File: src/fpr_pkg.sv
// Shared constants and carrier types for the fuse memory read/program controller.
//
// Contract
// - For a read the host presents the address and asserts the selects, then data follows.
// - To program, the address is set first and then a high goes on one or both selects.
// - The fuse pulse goes to only the target output while the other outputs stay open or high.
// - After each pulse the pulse is removed, both selects go low and the output is sensed for 0.
// - Each fuse pulse lasts between 0.05 ms and 50 ms, with 0.18 ms recommended.
// - The fuse pulse duty cycle is kept at about 20 percent.
// - A bit takes at least 1 and at most 8 fuse pulses, with 4 recommended.
// - During programming every address input is driven to a defined level, never left floating.
// - On a wired-OR board the second selects are tied low and only the first-selected part programs.
package fpr_pkg;

   localparam int          FPR_ADDR_W      = 10;
   localparam int          FPR_DATA_W      = 4;
   localparam int          FPR_CLK_MHZ     = 200;
   // Fuse pulse times in units of 10 us, so that they stay integers.
   localparam int          FPR_PW_MIN_US100 = 5;     // 0.05 ms
   localparam int          FPR_PW_REC_US100 = 18;    // 0.18 ms
   localparam int          FPR_PW_MAX_US100 = 5000;  // 50 ms
   localparam int          FPR_PW_REC_CYC   = FPR_PW_REC_US100 * 10 * FPR_CLK_MHZ;
   localparam int          FPR_DUTY_PCT     = 20;
   // Off time so that pulse over period stays at the duty figure.
   localparam int          FPR_OFF_REC_CYC  = (FPR_PW_REC_CYC * (100 - FPR_DUTY_PCT))
                                              / FPR_DUTY_PCT;
   // Address access delay is 70 ns at worst, rounded up to whole cycles.
   localparam int          FPR_ACCESS_NS    = 70;
   localparam int          FPR_ACCESS_CYC   = (FPR_ACCESS_NS * FPR_CLK_MHZ + 999) / 1000;
   // Cycles after the access delay for the pin register and the two sync stages.
   localparam int          FPR_SENSE_CYC    = 3;
   localparam int          FPR_SETUP_CYC    = 2;
   localparam int          FPR_PULSE_MIN    = 1;
   localparam int          FPR_PULSE_REC    = 4;
   localparam int          FPR_PULSE_MAX    = 8;
   localparam logic [3:0]  FPR_CNT_RST      = 4'h0;

   typedef struct packed {
      logic [FPR_ADDR_W-1:0] addr;
      logic [FPR_DATA_W-1:0] data;
   } fpr_word_t;

   typedef struct packed {
      logic       ok;
      logic       fail;
      logic [3:0] pulses;
   } fpr_prog_stat_t;

endpackage : fpr_pkg

File: src/fpr_timer.sv
// Down-counting delay timer used for setup, access, pulse and off times.
`timescale 1ns/1ps
module fpr_timer
   import fpr_pkg::*;
#(
   parameter int W = 24
) (
   input  wire logic         clk_in,    // System clock.
   input  wire logic         rst_b_in,  // Synchronised active-low reset.
   input  wire logic         load_in,   // Start a new count.
   input  wire logic [W-1:0] count_in,  // Cycles to wait.
   output logic              done_out   // High when the count has run out.
);

   logic [W-1:0] cnt_r;
   wire          at_zero = (cnt_r == '0);

   always_ff @(posedge clk_in or negedge rst_b_in) begin
      if (!rst_b_in) begin
         cnt_r <= '0;
      end else if (load_in) begin
         cnt_r <= count_in;
      end else if (!at_zero) begin
         cnt_r <= cnt_r - W'(1);
      end
   end

   // Done must not depend on load, since the sequencer loads on done.
   assign done_out = at_zero;

endmodule : fpr_timer

File: src/fpr_host.sv
// Host controller that reads and programs the 1024 x 4 fuse memory over its pins.
`timescale 1ns/1ps
module fpr_host
   import fpr_pkg::*;
#(
   parameter int PW_CYC    = FPR_PW_REC_CYC,   // Fuse pulse width in cycles.
   parameter int OFF_CYC   = FPR_OFF_REC_CYC,  // Rest between pulses in cycles.
   parameter int MAX_PULSE = FPR_PULSE_MAX     // Pulses before giving up.
) (
   input  wire logic                  clk_in,                 // 200 MHz clock.
   input  wire logic                  rst_b_in,               // Async active-low reset.
   input  wire logic                  rd_req_in,              // Read request pulse.
   input  wire logic                  pg_req_in,              // Program request pulse.
   input  wire fpr_word_t             req_in,                 // Address, and bits to clear.
   output logic                       busy_out,               // Sequence in progress.
   output logic                       done_out,               // One-cycle completion pulse.
   output fpr_word_t                  rd_out,                 // Word read and its address.
   output fpr_prog_stat_t             stat_out,               // Programming result.
   output logic [FPR_ADDR_W-1:0]      word_select_lines_out,  // Address pins.
   output logic                       select_low_first_out,   // First select, low active.
   output logic                       select_low_second_out,  // Second select, low active.
   input  wire logic [FPR_DATA_W-1:0] word_out_lines_in,      // Sensed data outputs.
   output logic [FPR_DATA_W-1:0]      fuse_pulse_out,         // Fuse pulse per output.
   output logic [FPR_DATA_W-1:0]      fuse_pulse_oe_out       // Drive enable per output.
);

   // ------------------------------------------------------------------
   // Reset release and input synchronisers
   // ------------------------------------------------------------------
   logic                  rst_s1_r, rst_s2_r, rst_b;
   logic [FPR_DATA_W-1:0] din_s1_r, din_s2_r;

   always_ff @(posedge clk_in or negedge rst_b_in) begin
      if (!rst_b_in) begin
         rst_s1_r <= 1'b0;
         rst_s2_r <= 1'b0;
      end else begin
         rst_s1_r <= 1'b1;
         rst_s2_r <= rst_s1_r;
      end
   end
   assign rst_b = rst_s2_r;

   always_ff @(posedge clk_in or negedge rst_b) begin
      if (!rst_b) begin
         din_s1_r <= 4'hF;
         din_s2_r <= 4'hF;
      end else begin
         din_s1_r <= word_out_lines_in;
         din_s2_r <= din_s1_r;
      end
   end

   // ------------------------------------------------------------------
   // Sequencer
   // ------------------------------------------------------------------
   typedef enum logic [2:0] {
      FPR_IDLE, FPR_RD_WAIT, FPR_PG_SETUP, FPR_PG_PULSE, FPR_PG_VERIFY, FPR_PG_OFF, FPR_DONE
   } fpr_state_t;

   fpr_state_t              st_r, st_nxt;
   logic [FPR_ADDR_W-1:0]   addr_r;
   logic [FPR_DATA_W-1:0]   todo_r, bit_r, fail_r, dout_r;
   logic [3:0]              pulses_r, total_r;
   logic                    sel_r, pulse_on_r;
   logic                    tload;
   logic [23:0]             tcount;
   logic                    tdone;

   // Lowest bit still to be cleared; one output at a time.
   logic [FPR_DATA_W-1:0]   low_bit;
   assign low_bit = todo_r & (~todo_r + 4'h1);

   wire bit_is_zero = ((din_s2_r & bit_r) == 4'h0);
   wire out_of_tries = (pulses_r >= 4'(MAX_PULSE));

   fpr_timer #(.W(24)) u_timer (
      .clk_in   (clk_in),
      .rst_b_in (rst_b),
      .load_in  (tload),
      .count_in (tcount),
      .done_out (tdone)
   );

   always_comb begin
      st_nxt = st_r;
      tload  = 1'b0;
      tcount = '0;
      case (st_r)
         FPR_IDLE: begin
            if (rd_req_in) begin
               st_nxt = FPR_RD_WAIT;
               tload  = 1'b1;
               // The pins move one cycle after the request, so the pin register counts too.
               tcount = 24'(FPR_ACCESS_CYC + FPR_SENSE_CYC);
            end else if (pg_req_in) begin
               st_nxt = FPR_PG_SETUP;
               tload  = 1'b1;
               tcount = 24'(FPR_SETUP_CYC);
            end
         end
         FPR_RD_WAIT:   if (tdone) st_nxt = FPR_DONE;
         FPR_PG_SETUP: begin
            if (tdone) begin
               if (todo_r == 4'h0) begin
                  st_nxt = FPR_DONE;
               end else begin
                  st_nxt = FPR_PG_PULSE;
                  tload  = 1'b1;
                  tcount = 24'(PW_CYC);
               end
            end
         end
         FPR_PG_PULSE: begin
            if (tdone) begin
               st_nxt = FPR_PG_VERIFY;
               tload  = 1'b1;
               tcount = 24'(FPR_ACCESS_CYC + FPR_SENSE_CYC);
            end
         end
         FPR_PG_VERIFY: begin
            if (tdone) begin
               st_nxt = FPR_PG_OFF;
               tload  = 1'b1;
               tcount = 24'(OFF_CYC);
            end
         end
         FPR_PG_OFF:    if (tdone) begin
            st_nxt = FPR_PG_SETUP;
            tload  = 1'b1;
            tcount = 24'(FPR_SETUP_CYC);
         end
         FPR_DONE:      st_nxt = FPR_IDLE;
         default:       st_nxt = FPR_IDLE;
      endcase
   end

   wire verify_end = (st_r == FPR_PG_VERIFY) && tdone;

   always_ff @(posedge clk_in or negedge rst_b) begin
      if (!rst_b) begin
         st_r       <= FPR_IDLE;
         addr_r     <= '0;
         todo_r     <= 4'h0;
         bit_r      <= 4'h0;
         fail_r     <= 4'h0;
         dout_r     <= 4'hF;
         pulses_r   <= FPR_CNT_RST;
         total_r    <= FPR_CNT_RST;
         sel_r      <= 1'b1;
         pulse_on_r <= 1'b0;
      end else begin
         st_r <= st_nxt;
         if (st_r == FPR_IDLE && (rd_req_in || pg_req_in)) begin
            addr_r   <= req_in.addr;
            todo_r   <= pg_req_in && !rd_req_in ? req_in.data : 4'h0;
            fail_r   <= 4'h0;
            pulses_r <= FPR_CNT_RST;
            total_r  <= FPR_CNT_RST;
         end
         if (st_r == FPR_RD_WAIT && tdone) begin
            dout_r <= din_s2_r;
         end
         // Selects: low to read and verify, high to program.
         sel_r <= (st_nxt == FPR_PG_SETUP || st_nxt == FPR_PG_PULSE) ? 1'b1 : 1'b0;
         if (st_nxt != FPR_RD_WAIT && st_nxt != FPR_PG_VERIFY && st_nxt != FPR_PG_SETUP
             && st_nxt != FPR_PG_PULSE) begin
            sel_r <= 1'b1;
         end
         if (st_r == FPR_PG_SETUP && tdone && todo_r != 4'h0) begin
            bit_r <= low_bit;
         end
         pulse_on_r <= (st_nxt == FPR_PG_PULSE);
         if (st_r == FPR_PG_PULSE && tdone) begin
            pulses_r <= pulses_r + 4'h1;
            total_r  <= total_r + 4'h1;
         end
         if (verify_end) begin
            if (bit_is_zero) begin
               todo_r   <= todo_r & ~bit_r;
               pulses_r <= FPR_CNT_RST;
            end else if (out_of_tries) begin
               todo_r   <= todo_r & ~bit_r;
               fail_r   <= fail_r | bit_r;
               pulses_r <= FPR_CNT_RST;
            end
         end
      end
   end

   // ------------------------------------------------------------------
   // Output registers
   // ------------------------------------------------------------------
   always_ff @(posedge clk_in or negedge rst_b) begin
      if (!rst_b) begin
         busy_out              <= 1'b0;
         done_out              <= 1'b0;
         rd_out                <= '0;
         stat_out              <= '0;
         word_select_lines_out <= '0;
         select_low_first_out  <= 1'b1;
         select_low_second_out <= 1'b1;
         fuse_pulse_out        <= 4'h0;
         fuse_pulse_oe_out     <= 4'h0;
      end else begin
         busy_out              <= (st_nxt != FPR_IDLE);
         done_out              <= (st_r == FPR_DONE);
         rd_out                <= '{addr: addr_r, data: dout_r};
         stat_out              <= '{ok: (fail_r == 4'h0), fail: (fail_r != 4'h0),
                                    pulses: total_r};
         word_select_lines_out <= addr_r;
         select_low_first_out  <= sel_r;
         select_low_second_out <= sel_r;
         fuse_pulse_out        <= pulse_on_r ? bit_r : 4'h0;
         fuse_pulse_oe_out     <= pulse_on_r ? bit_r : 4'h0;
      end
   end

   // ------------------------------------------------------------------
   // Checks
   // ------------------------------------------------------------------
   AST_ONE_OUTPUT: assert property (@(posedge clk_in) disable iff (!rst_b)
      $onehot0(fuse_pulse_oe_out))
      else $error("More than one output pulsed at once.");
   AST_PULSE_SELECT_HIGH: assert property (@(posedge clk_in) disable iff (!rst_b)
      (fuse_pulse_oe_out != 4'h0) |-> select_low_first_out)
      else $error("Fuse pulse applied while selected.");
   AST_PULSE_WIDTH: assert property (@(posedge clk_in) disable iff (!rst_b)
      $rose(pulse_on_r) |-> pulse_on_r [*2])
      else $error("Fuse pulse shorter than two cycles.");
   AST_PULSE_LIMIT: assert property (@(posedge clk_in) disable iff (!rst_b)
      pulses_r <= 4'(MAX_PULSE))
      else $error("Pulse count beyond limit.");
   AST_VERIFY_SELECTED: assert property (@(posedge clk_in) disable iff (!rst_b)
      (st_r == FPR_PG_VERIFY) |-> !sel_r)
      else $error("Verify without both selects low.");
   AST_ADDR_STABLE: assert property (@(posedge clk_in) disable iff (!rst_b)
      (st_r == FPR_PG_PULSE) |=> $stable(addr_r))
      else $error("Address moved during a pulse.");
   AST_FAIL_FLAG: assert property (@(posedge clk_in) disable iff (!rst_b)
      (verify_end && !bit_is_zero && out_of_tries) |=> ((fail_r & bit_r) != 4'h0))
      else $error("Failure not flagged.");
   AST_STOP_ON_ZERO: assert property (@(posedge clk_in) disable iff (!rst_b)
      (verify_end && bit_is_zero) |=> ((todo_r & bit_r) == 4'h0))
      else $error("Bit pulsed again after reading zero.");

endmodule : fpr_host

File: config.mk
export PLATFORM = sky130hd
export DESIGN_NAME = fpr_host
export DESIGN_NICKNAME = d
export VERILOG_FILES = /design/src/fpr_pkg.sv /design/src/fpr_timer.sv /design/src/fpr_host.sv
export SDC_FILE = /design/constraint.sdc
export NUM_CORES = 1
export LEC_CHECK = 0
export ABC_CLOCK_PERIOD_IN_PS = 8850
export BUFFER_PORTS_ARGS = -buffer_cell sky130_fd_sc_hd__clkbuf_2
export CAP_MARGIN = 40
export CORE_MARGIN = 4
export CORE_UTILIZATION = 50
export CTS_CLUSTER_DIAMETER = 80
export CTS_CLUSTER_SIZE = 28
export DETAILED_ROUTE_END_ITERATION = 8
export GPL_ROUTABILITY_DRIVEN = 0
export HOLD_SLACK_MARGIN = 0.12
export MAX_ROUTING_LAYER = met4
export PLACE_DENSITY = 0.71
export SYNTH_ARGS = -nofsm -noshare
export SYNTH_HDL_FRONTEND = slang
export SYNTH_SLANG_ARGS = --single-unit
File: constraint.sdc
create_clock -name clk_in -period 8.85 [get_ports clk_in]
set_clock_uncertainty 0.1 [all_clocks]
set_input_delay 0.4425 -clock clk_in [delete_from_list [all_inputs] [get_ports clk_in]]
set_output_delay 0.4425 -clock clk_in [all_outputs]
set_load 0.03 [all_outputs]
==> results of run 1 <==
## stage by stage
stage / utilization [%] / power, mW
after floorplan: - / 0.476
after global placement: 54.8 / 0.485
after detailed placement: 54.8 / 0.485
after CTS: 57.6 / 0.769
after global routing: 57.7 / 0.791
final: 57.7 / 0.758
## flip-flops by register name (all words and copies together) (netlist names), 3 cells and up
name and count:
stat_out 6, din_s2_r 4, u_timer.cnt_r 24, pulses_r 4, rd_out 4, word_select_lines_out 10
st_r 3, dout_r 4, fail_r 4, total_r 4, fuse_pulse_oe_out 4, todo_r 4
addr_r 10, bit_r 4, din_s1_r 4
## kinds of logic (layout without fill, tap and decap cells)
family,Yosys count,in the layout,synth area share (%)
simple gates,166,166,20.1
compound gates,98,98,13.7
xor+xnor,13,13,2.52
buf+inv,41,93,4.67
other cells,1,1,0.0829
flops,100,100,55.7
fa+ha+maj,5,5,1.38
mux,6,6,1.83
## per-layer routing
metal	vias up	track usage, %	wire [um]
met2	106	32.4	4950
li1	1608	-	-
met3	16	3.04	463
met1	1657	25.0	4070
met4	0	6.47	159
met5	-	-	0
## placed cells by master (no fill, tap or decap), types with 14 or more instances in the layout
master and count:
sky130_fd_sc_hd__dfrtp_1 85, sky130_fd_sc_hd__clkbuf_2 63, sky130_fd_sc_hd__nand2_1 46, sky130_fd_sc_hd__a21oi_1 34, sky130_fd_sc_hd__nor2_1 25, sky130_fd_sc_hd__o21ai_0 17
sky130_fd_sc_hd__nor3_1 14, sky130_fd_sc_hd__nand3_1 14, sky130_fd_sc_hd__dfstp_2 14
## critical path: cells and delay by family (launching register included)
family,cells,cell delay (ps)
compound gates,1,90
simple gates,4,2300
flops,1,420
## repair_timing
| action | in CTS | in global routing |
|---|---|---|
| setup endpoints to repair | 0 | 0 |
| hold buffers | 5 | 0 |
| hold endpoints to repair | 6 | 0 |
## worst paths after layout
kind | from | end | slack [ps]
min reg2reg | rst_b$_DFF_PN0_ | u_timer.cnt_r[15]$_DFFE_PN0P_ | 150
min in group clk_in | req_in[6] | addr_r[2]$_DFFE_PN0P_ | 170
max reg2reg | u_timer.cnt_r[9]$_DFFE_PN0P_ | u_timer.cnt_r[15]$_DFFE_PN0P_ | 5800
max | u_timer.cnt_r[9]$_DFFE_PN0P_ | u_timer.cnt_r[15]$_DFFE_PN0P_ | 5800
max in group asynchronous | rst_b$_DFF_PN0_ | st_r[0]$_DFF_PN0_ | 7310
min | rst_b$_DFF_PN0_ | u_timer.cnt_r[15]$_DFFE_PN0P_ | 150
## layout make-up
type,count,area (um2)
well taps,108,135
multi-input cells,289,1790
inverters,6,22.5
fillers,749,3710
clock inverters,7,72.6
flip-flops and latches,100,2520
clock buffers,9,124
repair buffers,71,388
## power by group
part | leakage, nW | switching (mW) | internal (mW)
registers | 1.15 | 0.00333 | 0.461
logic | 1.03 | 0.00818 | 0.00516
clock network | 0.100 | 0.171 | 0.110
total | 2.27 | 0.183 | 0.576
==> impl_metrics.py, run 1 <==
metrics = {
    "outcome": {
        "run_status": "completed",
    },
    "critical_path": {
        "critPathArrivalTime_ps": 3180,
        "path_class": "reg -> reg",
        "slowest_delay_ps": 720,
        "slowest_stage": "sky130_fd_sc_hd__nand4_1",
        "cell_chain_of_the_critical_path": "nor4_1 -> nand4_1 -> nor2_1 -> and2_1 -> a21oi_1",
        "worst_reg_to_reg_path_cell_count": 5,
        "crit_path_max_fanout": 17,
        "endpoint_kind": "flip-flop",
        "critPathLaunchType": "flip-flop",
        "required_ps": 8980,
    },
    "timing": {
        "slew-limit-headroom_pct": 42.6,
        "final-hold-violation-count": 0,
        "layout_setup_ws_ps": 5800,
        "timing.setup.tns_ps": 0,
        "max_freq_mhz": 328,
        "setup-violations-final": 0,
        "period_needed_ps": 3050,
        "actual_transition_at_the_worst_max_transition_pin_ps": 861,
        "report.final.slew_viol_count": 0,
        "fin_hold_ws_ps": 152,
        "unrepaired_setup_endpoints_after_global_routing": "false",
        "layout_worst_path_cycle_share_pct": 34.4,
    },
    "route": {
        "route.vias.total": 3387,
        "drt_pre_antenna_iters": 5,
        "drtAntennaViolNets": 0,
        "wl_um": 9640,
        "drtIter0Drc": 130,
        "drt_drc_violations_left": 0,
        "via_per_inst": 5.74,
        "wl_per_cell_um": 16.3,
    },
    "yosys": {
        "synth_common_cells": "sky130_fd_sc_hd__dfrtp_1, sky130_fd_sc_hd__nand2_1, sky130_fd_sc_hd__a21oi_1",
        "number_of_synthesized_flops_with_an_enable_pin": 0,
        "synth.lib_cells_used.distinct": 58,
        "leading_cell_type_by_number_of_instances_after_synthesis": "sky130_fd_sc_hd__dfrtp_1",
        "mappedNetlistNets": 457,
        "post_synthesis_register_bit_count": 100,
        "synth.avg_cell_area_um2": 10.5,
        "synth_largest_area_cell": "sky130_fd_sc_hd__dfrtp_1",
        "synth.top_cells.by_area": "sky130_fd_sc_hd__dfrtp_1, sky130_fd_sc_hd__dfstp_2, sky130_fd_sc_hd__nand2_1, sky130_fd_sc_hd__a21oi_1, sky130_fd_sc_hd__buf_4",
        "ffs_w_async_s_r_synth_pct": 100,
        "ys_seq_area_share_pct": 55.7,
        "post_synth_instance_area_mm2": 0.00452,
        "synthesis.instances": 430,
        "netlist.area_leader.share_pct": 47.6,
        "count_of_warnings_emitted_by_yosys": 0,
        "synth_top_flop_cell": "sky130_fd_sc_hd__dfrtp_1",
    },
    "finish": {
        "antenna_cells_inserted": 0,
        "final_cells": 590,
        "num-nets-final": 504,
        "fin_area_mm2": 0.00506,
        "syn2layout_area_growth_pct": 11.8,
        "post_route_cells_drive_above_1_share_pct": 23.2,
    },
    "power": {
        "p_leak_nw": 2.27,
        "power_density_mw_per_mm2": 150,
        "irDropWorstVdd_mv": 0.0682,
    },
    "global_route": {
        "grt_overflow": 0,
        "grtUsageTotal_pct": 19.7,
        "number_of_global_route_vias_before_repair": 3232,
        "number_of_antenna_violations_at_the_first_check_in_global_routing": 0,
        "grt_first_pass_wirelength_um": 16000,
        "grt_start_max_net_pins": 72,
    },
    "placed_design": {
        "detailedPlacementHpwl_um": 6800,
        "place_ws_ps": 5900,
        "port_buffers": 63,
        "dp.cells": 568,
        "placement.cell_area_mm2": 0.00480,
    },
    "die": {
        "core_region_area_mm2": 0.00876,
        "io-pin-count": 64,
        "start_util_pct": 51.6,
        "die-height_um": 103,
        "row_count": 34,
        "die_ar_mm2": 0.0106,
        "die_width_um": 103,
    },
    "run": {
        "drv.max_cap_violation_count": 0,
    },
    "clocking": {
        "clk_pin_slew_worst_paths_ps": 100,
        "ctsHtreeMaxLevel": 3,
        "cts_made_buffers": 9,
        "worst_skew_pair.late_latency_ps": 360,
        "cts.repair.resized": 0,
        "cts_max_path_buffers": 2,
        "numClockSinks": 100,
        "post_cts.repair.setup_buffers": 0,
        "clock_tree_from_tritoncts": "yes",
        "root_buffer": "sky130_fd_sc_hd__clkbuf_8",
    },
    "hold_path": {
        "hold_class": "reg -> async",
    },
}
Note: power is estimated with default switching activity, not from simulation.
==> run 2, diff against run 1 <==
--- a/config.mk
+++ b/config.mk
@@ -5,7 +5,8 @@
 export SDC_FILE = /design/constraint.sdc
 export NUM_CORES = 1
 export LEC_CHECK = 0
-export ABC_CLOCK_PERIOD_IN_PS = 8850
+export ABC_AREA = 1
+export ABC_CLOCK_PERIOD_IN_PS = 2850
 export BUFFER_PORTS_ARGS = -buffer_cell sky130_fd_sc_hd__clkbuf_2
 export CAP_MARGIN = 40
 export CORE_MARGIN = 4
==> constraint.sdc (replaced) <==
create_clock -name clk_in -period 2.85 [get_ports clk_in]
set_clock_uncertainty 0.1 [all_clocks]
set_input_delay 0.1425 -clock clk_in [delete_from_list [all_inputs] [get_ports clk_in]]
set_output_delay 0.1425 -clock clk_in [all_outputs]
set_load 0.03 [all_outputs]
==> run 2 against run 1 <==
Die area rose by 2.9%. Cell count is 11% higher. Core utilization increased by 2.7 points. Synthesized area rose by 3.2%. Setup slack got worse by 5300 ps. Global-route usage down 0.92 points. Via count fell by 0.24%.
==> impl_metrics.py, run 2 <==
metrics = {
    "finish": {
        "largest-register": "u_timer.cnt_r",
        "mostFrequentLayoutCell": "sky130_fd_sc_hd__dfrtp_1",
        "final_cells": 655,
        "syn2layout_area_growth_pct": 15.0,
        "mostFrequentLayoutCells": "sky130_fd_sc_hd__dfrtp_1, sky130_fd_sc_hd__nand2_1, sky130_fd_sc_hd__clkbuf_2",
        "num-nets-final": 569,
        "post_route_cells_drive_above_1_share_pct": 28.2,
        "reg.largest.list": "u_timer.cnt_r: 24 flops, addr_r: 10 flops, word_select_lines_out: 10 flops",
        "fin_area_mm2": 0.00537,
        "antenna_cells_inserted": 0,
        "largest_register_ff_count": 24,
        "filler_cell_count": 737,
    },
    "timing": {
        "slew-limit-headroom_pct": 50.3,
        "max_freq_mhz": 424,
        "setup-violations-final": 0,
        "report.final.slew_viol_count": 0,
        "layout_worst_path_cycle_share_pct": 82.8,
        "final-hold-violation-count": 0,
        "period_needed_ps": 2360,
        "unrepaired_setup_endpoints_after_global_routing": "false",
        "layout_setup_ws_ps": 491,
        "timing.setup.tns_ps": 0,
        "actual_transition_at_the_worst_max_transition_pin_ps": 746,
    },
    "global_route": {
        "grt_first_pass_wirelength_um": 16300,
        "grt_overflow": 0,
        "grtUsageTotal_pct": 18.8,
        "number_of_antenna_violations_at_the_first_check_in_global_routing": 0,
        "number_of_global_route_vias_before_repair": 3369,
        "grt_start_max_net_pins": 66,
    },
    "yosys": {
        "netlist.area_leader.share_pct": 46.1,
        "mappedNetlistNets": 495,
        "synth_common_cells": "sky130_fd_sc_hd__dfrtp_1, sky130_fd_sc_hd__nand2_1, sky130_fd_sc_hd__nor2_1",
        "leading_cell_type_by_number_of_instances_after_synthesis": "sky130_fd_sc_hd__dfrtp_1",
        "number_of_synthesized_flops_with_an_enable_pin": 0,
        "count_of_warnings_emitted_by_yosys": 0,
        "post_synth_instance_area_mm2": 0.00467,
        "synth_largest_area_cell": "sky130_fd_sc_hd__dfrtp_1",
        "synth.top_cells.by_area": "sky130_fd_sc_hd__dfrtp_1, sky130_fd_sc_hd__dfstp_2, sky130_fd_sc_hd__nand2_1, sky130_fd_sc_hd__nor2_1, sky130_fd_sc_hd__nand3_1",
        "synthesis.instances": 468,
        "synth_top_flop_cell": "sky130_fd_sc_hd__dfrtp_1",
        "synth.lib_cells_used.distinct": 47,
        "post_synthesis_register_bit_count": 100,
        "ys_seq_area_share_pct": 54.0,
        "ffs_w_async_s_r_synth_pct": 100,
        "synth.avg_cell_area_um2": 9.97,
    },
    "route": {
        "wl_um": 9580,
        "drtAntennaViolNets": 0,
        "via_per_inst": 5.16,
        "drt_pre_antenna_iters": 4,
        "wl_per_cell_um": 14.6,
        "drt_drc_violations_left": 0,
        "route.vias.total": 3379,
        "drtIter0Drc": 181,
    },
    "power": {
        "irDropWorstVdd_mv": 0.431,
        "power_density_mw_per_mm2": 443,
        "p_leak_nw": 2.68,
        "total_power_mw": 2.38,
    },
    "critical_path": {
        "path_class": "reg -> reg",
        "worst_reg_to_reg_path_cell_count": 9,
        "critPathArrivalTime_ps": 2490,
        "required_ps": 2990,
        "critPathLaunchType": "flip-flop",
        "endpoint_kind": "flip-flop",
        "crit_path_max_fanout": 17,
    },
    "clocking": {
        "cts_max_path_buffers": 2,
        "cts_made_buffers": 9,
        "worst_skew_pair.late_latency_ps": 370,
        "root_buffer": "sky130_fd_sc_hd__clkbuf_8",
        "clock_tree_from_tritoncts": "yes",
        "post_cts.repair.setup_buffers": 0,
        "numClockSinks": 100,
        "clk_pin_slew_worst_paths_ps": 110,
        "cts.repair.resized": 0,
        "ctsHtreeMaxLevel": 3,
    },
    "run": {
        "drv.max_cap_violation_count": 0,
    },
    "die": {
        "start_util_pct": 52.5,
        "die_ar_mm2": 0.0109,
        "die-height_um": 105,
        "core_region_area_mm2": 0.00889,
        "die_width_um": 105,
        "io-pin-count": 64,
        "row_count": 34,
    },
    "placed_design": {
        "place_ws_ps": 503,
        "port_buffers": 63,
        "detailedPlacementHpwl_um": 6960,
        "placement.cell_area_mm2": 0.00498,
        "dp.cells": 619,
    },
    "hold_path": {
        "hold_class": "reg -> async",
    },
    "outcome": {
        "run_status": "completed",
    },
}
## run 2: cell types whose count changed in the layout (fill, tap and decap cells not counted), sizes merged, moves of 8 or more
| cell | delta |
|---|---|
| nand2b | -9 |
| nand2 | +48 |
| or4 | -8 |
| a21oi | -18 |
| nor2 | +51 |
| inv | +35 |
| nand3 | +18 |
| dlygate4sd3 | +15 |
## run 2: metrics by stage
stage / util, % / hold WS (ps)
after floorplan: - / -253
after global placement: 56.0 / -170
after detailed placement: 56.0 / -170
after CTS: 60.4 / 191
after global routing: 60.4 / 233
final: 60.4 / 190
## run 2: area by class of cell
type,count,area [um2],area share [%]
Sequential cell,100,2520,47.0
Multi-Input combinational cell,308,1830,34.0
Inverter,39,156,2.91
Clock buffer,10,128,2.38
Tap cell,108,135,2.52
Clock inverter,6,62.6,1.17
Timing Repair Buffer,84,536,9.97
## run 2: worst paths after layout
kind	start	to	slack (ps)
max in group asynchronous	rst_b$_DFF_PN0_	dout_r[1]$_DFFE_PN1P_	1740
max	st_r[0]$_DFF_PN0_	u_timer.cnt_r[4]$_DFFE_PN0P_	490
min in group clk_in	pg_req_in	addr_r[2]$_DFFE_PN0P_	210
max reg2reg	st_r[0]$_DFF_PN0_	u_timer.cnt_r[4]$_DFFE_PN0P_	490
min	rst_b$_DFF_PN0_	rd_out[3]$_DFF_PN0_	190
min reg2reg	rst_b$_DFF_PN0_	rd_out[3]$_DFF_PN0_	190
## run 2: repair_timing
| action | CTS | global route |
|---|---|---|
| endpoints found under the hold margin | 20 | 0 |
| hold buffers | 20 | 0 |
| endpoints found under the setup margin | 0 | 0 |
## run 2: worst max-delay path: stages (launching register included)
cell                      delay, ps
sky130_fd_sc_hd__dfrtp_1        490
sky130_fd_sc_hd__nor2_1         120
sky130_fd_sc_hd__nand2_2         90
sky130_fd_sc_hd__inv_2           80
sky130_fd_sc_hd__o21ai_2        300
sky130_fd_sc_hd__inv_4          210
sky130_fd_sc_hd__nor2_8         270
sky130_fd_sc_hd__nand2_4        180
sky130_fd_sc_hd__nor2_2         310
sky130_fd_sc_hd__a21oi_1         70
## run 2: layer usage
metal	GRT usage [%]	up-vias	wire length (um)
met3	3.64	14	510
met4	5.53	0	132
met1	23.9	1632	4170
li1	-	1642	-
met2	30.8	91	4770
met5	-	-	0
## run 2: cells by family (layout without fill, tap and decap cells)
kind of cell	count (synthesis)	in the layout	share of synthesized area [%]
AO/OA/AOI/OAI	51	51	6.92
XOR/XNOR	24	24	4.50
adder cells (fa/ha/maj)	5	5	1.34
buffers and inverters	60	139	6.84
flip-flops	100	100	54.0
multiplexers	4	4	1.29
other	1	1	0.0804
AND/OR/NAND/NOR	223	223	25.0
## run 2: where the power goes
group,internal (mW),switching [mW]
Sequential,1.43,0.0123
Clock,0.344,0.530
Combinational,0.0311,0.0281
